**config.mk**
```make
export PLATFORM = sky130hd
export DESIGN_NAME = atr_regs
export DESIGN_NICKNAME = d
export VERILOG_FILES = /design/src/logic/atr_pkg.sv /design/src/logic/atr_regs.sv
export SDC_FILE = /design/constraint.sdc
export NUM_CORES = 1
export LEC_CHECK = 0
export BUFFER_PORTS_ARGS = -buffer_cell sky130_fd_sc_hd__buf_4
export CAP_MARGIN = 0
export CORE_ASPECT_RATIO = 1.5
export CORE_MARGIN = 2
export CORE_UTILIZATION = 48
export CTS_BUF_LIST = sky130_fd_sc_hd__clkbuf_8
export DETAILED_ROUTE_END_ITERATION = 7
export GPL_ROUTABILITY_DRIVEN = 1
export PLACE_DENSITY = 0.79
export SYNTH_ARGS = -nofsm -noshare
export SYNTH_HDL_FRONTEND = slang
export SYNTH_SLANG_ARGS = --single-unit
```
**constraint.sdc**
```tcl
create_clock -name CLK_SYS -period 2.6 [get_ports CLK_SYS]
set_input_delay 0.39 -clock CLK_SYS [delete_from_list [all_inputs] [get_ports CLK_SYS]]
set_output_delay 0.39 -clock CLK_SYS [all_outputs]
set_load 0.01 [all_outputs]
```
**src/logic/atr_pkg.sv**
```systemverilog
package atr_pkg;
  localparam logic [7:0] ADDR_TURNS = 8'h2c;
  localparam logic [7:0] ADDR_FILT = 8'h30;
  localparam logic [7:0] ADDR_FINE = 8'h32;
  localparam logic [7:0] ADDR_CROSS = 8'h34;
  localparam logic [7:0] ADDR_KEY = 8'h3c;
  localparam logic [2:0] TURNS_ID = 3'h6;
  localparam int PAR_POS = 12;
  localparam int EF_POS = 14;
  localparam int UV_POS = 13;
  localparam int UNL_POS = 0;
  localparam int CODE_LSB = 8;
  localparam int KEY_STEPS = 5;
  localparam logic [7:0] KEY_C0 = 8'h00;
  localparam logic [7:0] KEY_C1 = 8'h27;
  localparam logic [7:0] KEY_C2 = 8'h81;
  localparam logic [7:0] KEY_C3 = 8'h1f;
  localparam logic [7:0] KEY_C4 = 8'h77;
  localparam logic [11:0] TURNS_MAX_180 = 12'h1ff;
  localparam logic [11:0] TURNS_MIN_180 = 12'he00;
  localparam logic [11:0] TURNS_MAX_45 = 12'h7ff;
  localparam logic [11:0] TURNS_MIN_45 = 12'h800;
  localparam logic [11:0] TURNS_RST = 12'h000;
  localparam logic [2:0] STEP_RST = 3'h0;

  typedef struct packed {
    logic [11:0] turns;
    logic overflow;
    logic [2:0] step;
    logic unlocked;
    logic [15:0] rdata;
  } atr_state_type;
endpackage : atr_pkg

```
**src/logic/atr_regs.sv**
```systemverilog
`timescale 1ns/100ps
// How it works
// - turns word top bits read 110
// - turns word parity bit makes odd ones
// - turns field signed count since reset or turns reset
// - step 180 or 45 sets count span
// - tracks 512 rotations either step size
// - error flag is OR of unmasked faults
// - undervoltage is masked OR of detectors
// - filtered and crossing words parity gives odd ones, fine word has no parity
// - filtered angle 12-bit, bit15 zero
// - fine angle 15-bit, bit15 zero
// - crossing angle from zero-crossing path
// - unlock after five correct code writes
// - protected writes only while unlocked
// - key bit0 unlocked, bits 15:1 zero
// - overflow warning latched until turns reset
module atr_regs (
  input wire logic CLK_SYS,
  input wire logic RESETN,
  input wire logic [7:0] ADDR,
  input wire logic RD_EN,
  input wire logic WR_EN,
  input wire logic [15:0] WDATA,
  output logic [15:0] RDATA,
  input wire logic TURN_UP,
  input wire logic TURN_DN,
  input wire logic TURNS_RESET,
  input wire logic STEP_45,
  input wire logic [11:0] FILT_ANGLE,
  input wire logic [14:0] FINE_ANGLE,
  input wire logic [11:0] CROSS_ANGLE,
  input wire logic ANY_FAULT,
  input wire logic UV_ANALOG,
  input wire logic UV_DIGITAL,
  input wire logic MASK_UVA,
  input wire logic MASK_UVD,
  input wire logic PROT_REQ,
  output logic PROT_GRANT,
  output logic PROT_REFUSE,
  output logic UNLOCKED,
  output logic OVERFLOW_WARN
);
  atr_pkg::atr_state_type st_ff, nxt_st;
  logic err_flag, uv_flag;
  logic [15:0] turns_w, filt_w, fine_w, cross_w, key_w;
  logic [7:0] code;
  logic [11:0] tmax, tmin;

  function automatic logic [7:0] key_code(input logic [2:0] s);
    case (s)
      3'h0: key_code = atr_pkg::KEY_C0;
      3'h1: key_code = atr_pkg::KEY_C1;
      3'h2: key_code = atr_pkg::KEY_C2;
      3'h3: key_code = atr_pkg::KEY_C3;
      default: key_code = atr_pkg::KEY_C4;
    endcase
  endfunction : key_code

  // odd parity over a 15-bit payload
  function automatic logic odd_par(input logic [14:0] d);
    odd_par = ~(^d);
  endfunction : odd_par

  always_comb
  begin
    err_flag = ANY_FAULT;
    uv_flag = (UV_ANALOG & ~MASK_UVA) | (UV_DIGITAL & ~MASK_UVD);
    turns_w = {atr_pkg::TURNS_ID, 1'b0, st_ff.turns};
    turns_w[atr_pkg::PAR_POS] = odd_par({turns_w[15:13], turns_w[11:0]});
    filt_w = {1'b0, err_flag, uv_flag, 1'b0, FILT_ANGLE};
    filt_w[atr_pkg::PAR_POS] = odd_par({err_flag, uv_flag, FILT_ANGLE});
    cross_w = {1'b0, err_flag, uv_flag, 1'b0, CROSS_ANGLE};
    cross_w[atr_pkg::PAR_POS] = odd_par({err_flag, uv_flag, CROSS_ANGLE});
    fine_w = {1'b0, FINE_ANGLE};
    key_w = 16'h0000;
    key_w[atr_pkg::UNL_POS] = st_ff.unlocked;
  end

  always_comb
  begin
    nxt_st = st_ff;
    code = WDATA[atr_pkg::CODE_LSB +: 8];
    tmax = STEP_45 ? atr_pkg::TURNS_MAX_45 : atr_pkg::TURNS_MAX_180;
    tmin = STEP_45 ? atr_pkg::TURNS_MIN_45 : atr_pkg::TURNS_MIN_180;
    // saturate at span ends; going past flags overflow
    if (TURNS_RESET)
    begin
      nxt_st.turns = atr_pkg::TURNS_RST;
      nxt_st.overflow = 1'b0;
    end
    else if (TURN_UP && !TURN_DN)
    begin
      if (st_ff.turns == tmax)
        nxt_st.overflow = 1'b1;
      else
        nxt_st.turns = st_ff.turns + 12'h001;
    end
    else if (TURN_DN && !TURN_UP)
    begin
      if (st_ff.turns == tmin)
        nxt_st.overflow = 1'b1;
      else
        nxt_st.turns = st_ff.turns - 12'h001;
    end
    if (WR_EN && ADDR == atr_pkg::ADDR_KEY)
    begin
      if (code == key_code(st_ff.step))
      begin
        if (st_ff.step == 3'(atr_pkg::KEY_STEPS - 1))
        begin
          nxt_st.unlocked = 1'b1;
          nxt_st.step = atr_pkg::STEP_RST;
        end
        else
          nxt_st.step = st_ff.step + 3'h1;
      end
      else
      begin
        // a stray code relocks, so half-entered keys never linger
        nxt_st.step = (code == atr_pkg::KEY_C0) ? 3'h1 : atr_pkg::STEP_RST;
        nxt_st.unlocked = 1'b0;
      end
    end
    nxt_st.rdata = 16'h0000;
    if (RD_EN)
    begin
      case (ADDR)
        atr_pkg::ADDR_TURNS: nxt_st.rdata = turns_w;
        atr_pkg::ADDR_FILT: nxt_st.rdata = filt_w;
        atr_pkg::ADDR_FINE: nxt_st.rdata = fine_w;
        atr_pkg::ADDR_CROSS: nxt_st.rdata = cross_w;
        atr_pkg::ADDR_KEY: nxt_st.rdata = key_w;
        default: nxt_st.rdata = 16'h0000;
      endcase
    end
    else
      nxt_st.rdata = st_ff.rdata;
  end

  always_ff @(posedge CLK_SYS)
  begin
    if (!RESETN)
    begin
      st_ff.turns <= atr_pkg::TURNS_RST;
      st_ff.overflow <= 1'b0;
      st_ff.step <= atr_pkg::STEP_RST;
      st_ff.unlocked <= 1'b0;
      st_ff.rdata <= 16'h0000;
    end
    else
      st_ff <= nxt_st;
  end

  assign RDATA = st_ff.rdata;
  assign PROT_GRANT = PROT_REQ & st_ff.unlocked;
  assign PROT_REFUSE = PROT_REQ & ~st_ff.unlocked;
  assign UNLOCKED = st_ff.unlocked;
  assign OVERFLOW_WARN = st_ff.overflow;

  property p_turns_id;
    @(posedge CLK_SYS) disable iff (!RESETN)
      RD_EN && ADDR == atr_pkg::ADDR_TURNS |=> RDATA[15:13] == 3'h6 && ^RDATA;
  endproperty
  a_turns_id: assert property (p_turns_id) else $error("turns word id or parity bad");

  property p_filt_par;
    @(posedge CLK_SYS) disable iff (!RESETN)
      RD_EN && ADDR == atr_pkg::ADDR_FILT |=> ^RDATA && !RDATA[15];
  endproperty
  a_filt_par: assert property (p_filt_par) else $error("filtered word parity bad");

  property p_cross;
    @(posedge CLK_SYS) disable iff (!RESETN)
      RD_EN && ADDR == atr_pkg::ADDR_CROSS |=> ^RDATA && RDATA[11:0] == $past(CROSS_ANGLE);
  endproperty
  a_cross: assert property (p_cross) else $error("crossing word bad");

  property p_fine;
    @(posedge CLK_SYS) disable iff (!RESETN)
      RD_EN && ADDR == atr_pkg::ADDR_FINE |=> RDATA == {1'b0, $past(FINE_ANGLE)};
  endproperty
  a_fine: assert property (p_fine) else $error("fine word bad");

  property p_key_read;
    @(posedge CLK_SYS) disable iff (!RESETN)
      RD_EN && ADDR == atr_pkg::ADDR_KEY |=> RDATA[15:1] == 15'h0000 && RDATA[0] == $past(UNLOCKED);
  endproperty
  a_key_read: assert property (p_key_read) else $error("key readback bad");

  property p_bad_code;
    @(posedge CLK_SYS) disable iff (!RESETN)
      WR_EN && ADDR == atr_pkg::ADDR_KEY && WDATA[15:8] != key_code(st_ff.step) |=> !UNLOCKED;
  endproperty
  a_bad_code: assert property (p_bad_code) else $error("wrong code left unlocked");

  property p_refuse;
    @(posedge CLK_SYS) disable iff (!RESETN)
      PROT_REQ |-> PROT_GRANT == UNLOCKED && PROT_REFUSE == !UNLOCKED;
  endproperty
  a_refuse: assert property (p_refuse) else $error("protected access gate bad");

  property p_ovf_hold;
    @(posedge CLK_SYS) disable iff (!RESETN)
      OVERFLOW_WARN && !TURNS_RESET |=> OVERFLOW_WARN;
  endproperty
  a_ovf_hold: assert property (p_ovf_hold) else $error("overflow warning dropped");

  property p_span;
    @(posedge CLK_SYS) disable iff (!RESETN)
      !STEP_45 && $past(!STEP_45) |-> $signed(st_ff.turns) <= 511 && $signed(st_ff.turns) >= -512;
  endproperty
  a_span: assert property (p_span) else $error("turn count out of span");

  property p_filt_ef;
    @(posedge CLK_SYS) disable iff (!RESETN)
      RD_EN && ADDR == atr_pkg::ADDR_FILT |=> RDATA[14] == $past(ANY_FAULT);
  endproperty
  a_filt_ef: assert property (p_filt_ef) else $error("filtered error flag bad");

  property p_filt_uv;
    @(posedge CLK_SYS) disable iff (!RESETN)
      RD_EN && ADDR == atr_pkg::ADDR_FILT |=> RDATA[13] == (($past(UV_ANALOG) && !$past(MASK_UVA))
        || ($past(UV_DIGITAL) && !$past(MASK_UVD)));
  endproperty
  a_filt_uv: assert property (p_filt_uv) else $error("filtered undervoltage flag bad");

  property p_filt_ang;
    @(posedge CLK_SYS) disable iff (!RESETN)
      RD_EN && ADDR == atr_pkg::ADDR_FILT |=> RDATA[11:0] == $past(FILT_ANGLE);
  endproperty
  a_filt_ang: assert property (p_filt_ang) else $error("filtered angle field bad");

  property p_cross_ef;
    @(posedge CLK_SYS) disable iff (!RESETN)
      RD_EN && ADDR == atr_pkg::ADDR_CROSS |=> RDATA[14] == $past(ANY_FAULT) && !RDATA[15];
  endproperty
  a_cross_ef: assert property (p_cross_ef) else $error("crossing error flag bad");

  property p_fine_top;
    @(posedge CLK_SYS) disable iff (!RESETN)
      RD_EN && ADDR == atr_pkg::ADDR_FINE |=> !RDATA[15];
  endproperty
  a_fine_top: assert property (p_fine_top) else $error("fine word top bit set");

  property p_turns_val;
    @(posedge CLK_SYS) disable iff (!RESETN)
      RD_EN && ADDR == atr_pkg::ADDR_TURNS |=> RDATA[11:0] == $past(st_ff.turns);
  endproperty
  a_turns_val: assert property (p_turns_val) else $error("turns field bad");

  property p_up_step;
    @(posedge CLK_SYS) disable iff (!RESETN)
      TURN_UP && !TURN_DN && !TURNS_RESET && st_ff.turns != tmax
        |=> st_ff.turns == $past(st_ff.turns) + 12'h001;
  endproperty
  a_up_step: assert property (p_up_step) else $error("count up step bad");

  property p_dn_step;
    @(posedge CLK_SYS) disable iff (!RESETN)
      TURN_DN && !TURN_UP && !TURNS_RESET && st_ff.turns != tmin
        |=> st_ff.turns == $past(st_ff.turns) - 12'h001;
  endproperty
  a_dn_step: assert property (p_dn_step) else $error("count down step bad");

  property p_trst;
    @(posedge CLK_SYS) disable iff (!RESETN)
      TURNS_RESET |=> st_ff.turns == 12'h000 && !OVERFLOW_WARN;
  endproperty
  a_trst: assert property (p_trst) else $error("turns reset not applied");

  property p_ovf_set;
    @(posedge CLK_SYS) disable iff (!RESETN)
      !TURNS_RESET && ((TURN_UP && !TURN_DN && st_ff.turns == tmax)
        || (TURN_DN && !TURN_UP && st_ff.turns == tmin)) |=> OVERFLOW_WARN;
  endproperty
  a_ovf_set: assert property (p_ovf_set) else $error("overflow warning not set");

  property p_unlock;
    @(posedge CLK_SYS) disable iff (!RESETN)
      WR_EN && ADDR == atr_pkg::ADDR_KEY && st_ff.step == 3'h4
        && WDATA[15:8] == atr_pkg::KEY_C4 |=> UNLOCKED;
  endproperty
  a_unlock: assert property (p_unlock) else $error("final code did not unlock");

  property p_step_adv;
    @(posedge CLK_SYS) disable iff (!RESETN)
      WR_EN && ADDR == atr_pkg::ADDR_KEY && WDATA[15:8] == key_code(st_ff.step)
        && st_ff.step != 3'h4 |=> st_ff.step == $past(st_ff.step) + 3'h1;
  endproperty
  a_step_adv: assert property (p_step_adv) else $error("key step did not advance");

  property p_no_spur;
    @(posedge CLK_SYS) disable iff (!RESETN)
      !UNLOCKED && !(WR_EN && ADDR == atr_pkg::ADDR_KEY) |=> !UNLOCKED;
  endproperty
  a_no_spur: assert property (p_no_spur) else $error("unlocked without key write");

  property p_step_range;
    @(posedge CLK_SYS) disable iff (!RESETN)
      st_ff.step <= 3'h4;
  endproperty
  a_step_range: assert property (p_step_range) else $error("key step out of range");

  property p_grant_lock;
    @(posedge CLK_SYS) disable iff (!RESETN)
      PROT_GRANT |-> UNLOCKED && !PROT_REFUSE;
  endproperty
  a_grant_lock: assert property (p_grant_lock) else $error("grant while locked");
endmodule : atr_regs

```
### Yosys cells after proc, flatten, opt, wreduce, memory -nomap -nowiden

Cells that the tools add are included.

| storage, ports and cells | value |
|---|---|
| flip-flop bits (word level) | 33 |
| bits of input ports | 77 |
| output and inout bits | 20 |
| logic and storage cells | 67 |

| cells by class | value |
|---|---|
| add/subtract/negate cells | 3 |
| equal/unequal tests | 16 |
| muxes and demuxes | 15 |
| bitwise logic cells | 12 |
| reductions and logical operators | 16 |

Operator list:

| cell | count |
|---|---|
| $pmux 16 s5 | 1 |
| $reduce_xor 15->1 | 3 |
| $eq 8x6->1 const B | 5 |
| $pmux 8 s4 | 1 |
| $mux 13 | 2 |
| $mux 12 | 2 |
| $mux 11 | 2 |
| $add 12x1->12 const B | 1 |
| $eq 12x11->1 | 1 |
| $eq 12x12->1 | 1 |
| $sub 12x1->12 const B | 1 |
| $eq 8x8->1 | 1 |
| $logic_not 8->1 | 1 |
| $mux 8 | 1 |
| $not 1->1 | 7 |
| $eq 3x2->1 const B | 2 |
| $reduce_and 3->1 | 2 |
| $and 1x1->1 | 4 |
| $mux 1 | 4 |
| $mux 4 | 1 |
| $ne 2x1->1 const B | 2 |
| $ne 2x2->1 const B | 2 |
| $reduce_bool 2->1 | 2 |
| $add 3x1->3 const B | 1 |
| 9 further kinds | 12 |

### Depth between registers and ports, before layout

| depth | value |
|---|---|
| word-level depth | 6 |
| depth in mapped cells | 10 |
| depth with buffers taken out | 10 |

### Least setup slack after synthesis

OpenSTA, ideal clock, no wires.

| timing path | value |
|---|---|
| path type | input port to flip-flop |
| start point | input port TURN_DN |
| end point | register st_ff[32] (netlist bit) |
| library setup time | 71 ps |
| data arrival time | 2417 ps |
| required time | 2529 ps |
| slack | 113 ps |
| stages on the path | 10 |
| path buffers | 0 |
| cell sequence | inv_1 ha_1 inv_1 ha_1 a211oi_1 o21ai_0 a2111o_1 a21o_1 a21o_1 a21oi_1 |

| between the ends | value |
|---|---|
| longest elaborated chain between the ends | 4 |

RTL lines:

| element | RTL line | source |
|---|---|---|
| start: declaration | atr_regs.sv:27 | `input wire logic TURN_DN,` |
| $logic_not 1->1 | atr_regs.sv:92 | `else if (TURN_UP && !TURN_DN)` |
| $logic_and 1x1->1 | atr_regs.sv:92 |  |
| $ne 2x2->1 (no source line) / $reduce_bool 2->1 (equally long branches) | -- |  |
| $reduce_and 3->1 (no source line) | -- |  |
| end signal: assignment | atr_regs.sv:152 | `st_ff <= nxt_st;` |
| end: declaration | atr_regs.sv:44 | `atr_pkg::atr_state_type st_ff, nxt_st;` |

Several ways; a longest one is shown, not always the timed one.
A chain may end at the register's enable or synchronous reset.

### Final worst setup path

| timing path | value |
|---|---|
| start point | input port TURN_UP |
| end point | register st_ff[32] (netlist bit) |

| between the ends | value |
|---|---|
| longest elaborated chain between the ends | 4 |

RTL lines:

| element | RTL line | source |
|---|---|---|
| start: declaration | atr_regs.sv:26 | `input wire logic TURN_UP,` |
| $logic_not 1->1 | atr_regs.sv:99 | `else if (TURN_DN && !TURN_UP)` |
| $logic_and 1x1->1 | atr_regs.sv:99 |  |
| $reduce_bool 2->1 (no source line) | -- |  |
| $reduce_and 3->1 (no source line) | -- |  |

Several ways; a longest one is shown, not always the timed one.

==> impl_results.md <==
- Clock power share: 0.279
- Largest net degree at the start of global routing: 21
- Number of synthesized flops with an enable pin: 0
- Port buffer count: 88
- Mapped Avg Cell Area: ~8 sq um
- DPL Wire Length: 6.552 mm
- # hold bufs at CTS: 0
- Min cycle time layout: 2.352 ns
- Routed Antenna Nets: 0
- Warnings from Yosys: 0
- H-tree depth: 2
- Fraction of layout instances using a drive strength above 1: 0.2667
- Final Hold Fails: 0
- Post-synthesis simple-gate area fraction: 0.1866
- Status: finished, final reports clean
- Worst Max-Slew Pin Slew: approximately 0.80 ns
- Synth Area in Compound Gates: 0.2319
- Worst relative slew slack: 0.4629
- Filler cells: 581
- Post-synth cell types: 60
- Hold Path Class: in -> reg
- DR vias: approximately 3.0k
- Yosys top cell by area: dfxtp_1
- Starting density of the core: 0.4955
- Peak VDD IR: 0.3268 mV
- Boundary pin count: 97
- Synth Area in XOR/XNOR: 0.1269
- Adder and majority gate portion of the synthesized area: 0.1054
- Syn-to-layout area delta: 24.92%
- Final setup violation count: 0
- Seq/Total Area, Yosys: 0.2175
- TritonCTS Sinks: 33
- Net switching power: around 0.00049 W
- Pwr Total: roughly 0.0016 W
- Cells after Synth: 372
- P per Cell Area: ~410 mW/mm^2
- Die width: 68.96 um
- Nets: approximately 550
- Initial antenna violation count: 0
- Switching Share: 0.3156
- Global-route wire length before repair: about 13 mm
- Crit path capture type: register
- CP required: 2.82 ns
- Top cells by area, synth: dfxtp_1 (22%), ha_1 (9.9%), xnor2_1 (9.5%), nor2_1 (5.4%), buf_4 (4.0%)
- Max Buffers Root-to-Sink: 2
- Synth Flop Type: dfxtp_1
- CTS clk-pin slew, worst paths: 0.07 ns
- Post-CTS sizing: 0
- Kind of critical path: in -> reg
- Worst-Skew Late Latency: slightly below 0.3 ns
- Core Area: between 0.006 and 0.007 sq mm
- Total track usage: 0.2401
- Wire per inst: around 15 um
- Fmax: ~430 MHz
- Critical Path Fanout Max: 4
- CTS tree: built
- Diode count: 0
- 1st-pass router iterations: 5
- RD Place Congestion: between 0.9 and 1
- Yosys reg bits: 33
- Critical Path AT: between 2 and 3 ns
- R2r setup slk: between 0.2 and 0.3 ns
- Combinational share of power: 0.366
- Commonest non-fill, non-tap cell in the layout: buf_4
- Num CTS Buffers: 5
- Skew final: approximately 0.0040 ns
- Final worst path period share: 0.9046
- Synth Net Count: between 400 and 500
- CP startpoint kind: input pin
- Die height: around 100 um
- Internal: about 0.0011 W
- Post-synthesis mux area share: 0.03666
- Synth top area share: 0.2175
- Pleak: around 1.6 nW
- Max Cap Violations: 0
- Fraction of synthesis flops using an asynchronous set or reset pin: 0
- Fin Hold WS: between 0.4 and 0.5 ns
- Vias per cell: roughly 5.7
- Most frequent cells in the layout: buf_4 (99), nor2_1 (44), dfxtp_1 (33), xnor2_1 (33), inv_1 (28)
- Synthesized area: about 0.0030 sq mm
- Die ar.: approximately 0.007 sq mm
- GR Overflow Total: 0
- Reg power frac: 0.355
- Largest family of logic cells by synthesized area: compound AO/OA/AOI/OAI gates
- WL final: slightly above 8 mm
- Post-CTS setup buffer count: 0
- Initial detailed-routing violation count: between 150 and 200
- Max-slew violation count: 0
- DRC violations left: 0
- Rows: 35
- Vias in the first global route: roughly 3k
- RSZ-0062 raised after global routing: no
- Root buffer cell: clkbuf_8
metrics by stage:
stage	setup slack (ns)	util	TNS, ns	area (sq um)	cells
after global placement	0.003095	0.6024	0	3694	516
after floorplan	0.1128	-	0	3038	372
final	0.2482	0.6190	0	3795	524
after CTS	0.2685	0.6190	0	3795	524
after global routing	0.07151	0.6190	0	3795	524
after detailed placement	-0.03188	0.6024	-0.03188	3694	516
sequential cells by signal (all words and copies together) (netlist names):
| signal | count |
|---|---|
| st_ff | 15 |
| RDATA | 16 |
| UNLOCKED | 1 |
| OVERFLOW_WARN | 1 |
layer usage:
| metal | global-route usage | vias up | part of all wire |
|---|---|---|---|
| met1 | 0.2515 | 1416 | 0.38 |
| met4 | 0.1026 | 0 | 0.032 |
| met2 | 0.4578 | 66 | 0.55 |
| met3 | 0.03000 | 22 | 0.034 |
| li1 | - | 1476 | - |
| met5 | 0 | - | 0 |
critical path, cell delays in order:
cell	delay, ns
buf_4	0.11
ha_1	0.19
inv_1	0.14
ha_1	0.27
a211oi_1	0.31
o21ai_0	0.22
a2111o_1	0.47
a21o_1	0.18
a21o_1	0.17
a21oi_1	0.12
final timing paths:
| check | startpoint | end | depth (start not counted) |
|---|---|---|---|
| max | TURN_UP | st_ff[32] | 10 |
| min | RESETN | RDATA[14] | 3 |
| max reg2reg | st_ff[22] | st_ff[32] | 7 |
| min reg2reg | OVERFLOW_WARN | OVERFLOW_WARN | 2 |
power groups by stage:
stage               sequential [W]  combinational [W]  clock [W]
floorplan                 0.000556           0.000389          0
global placement          0.000566           0.000554          0
detailed placement        0.000567           0.000568          0
CTS                       0.000556           0.000572   0.000443
global route              0.000560           0.000629   0.000467
finish                    0.000556           0.000573   0.000436
cell type report:
cell class,instances,area (sq um),share of cell area
Multi-Input combinational cell,281,2088,0.5503
Timing Repair Buffer,99,743.2,0.1958
Sequential cell,33,660.6,0.1741
Inverter,29,108.9,0.02868
Clock buffer,7,96.34,0.02539
Tap cell,74,92.59,0.02440
Clock inverter,1,5.005,0.001319
logic make-up (layout without fill, tap and decap cells):
group           Yosys count  count (layout)
buf+inv                  58             136
flops                    33              33
compound gates           94              94
xor+xnor                 40              40
fa+ha+maj                25              25
simple gates            111             111
mux                      11              11
synthesized netlist by cell type, drive strengths merged (2+ instances only):
library cell,count
a21oi,14
o21bai,3
or4,2
mux2i,10
nand2b,3
xnor3,2
a221oi,12
o22ai,12
and2,14
nor2b,4
o221ai,3
xor2,4
nor4,3
inv,28
nand4,4
dfxtp,33
xnor2,34
nand2,13
o211ai,3
ha,24
clkbuf,9
o31ai,2
a21o,5
nor3,6
o21ai,9
a22oi,14
buf,20
nand4b,2
a2111oi,2
nor2,44
a211oi,7
nand3,9
Note: power is estimated with default switching activity, not from simulation.
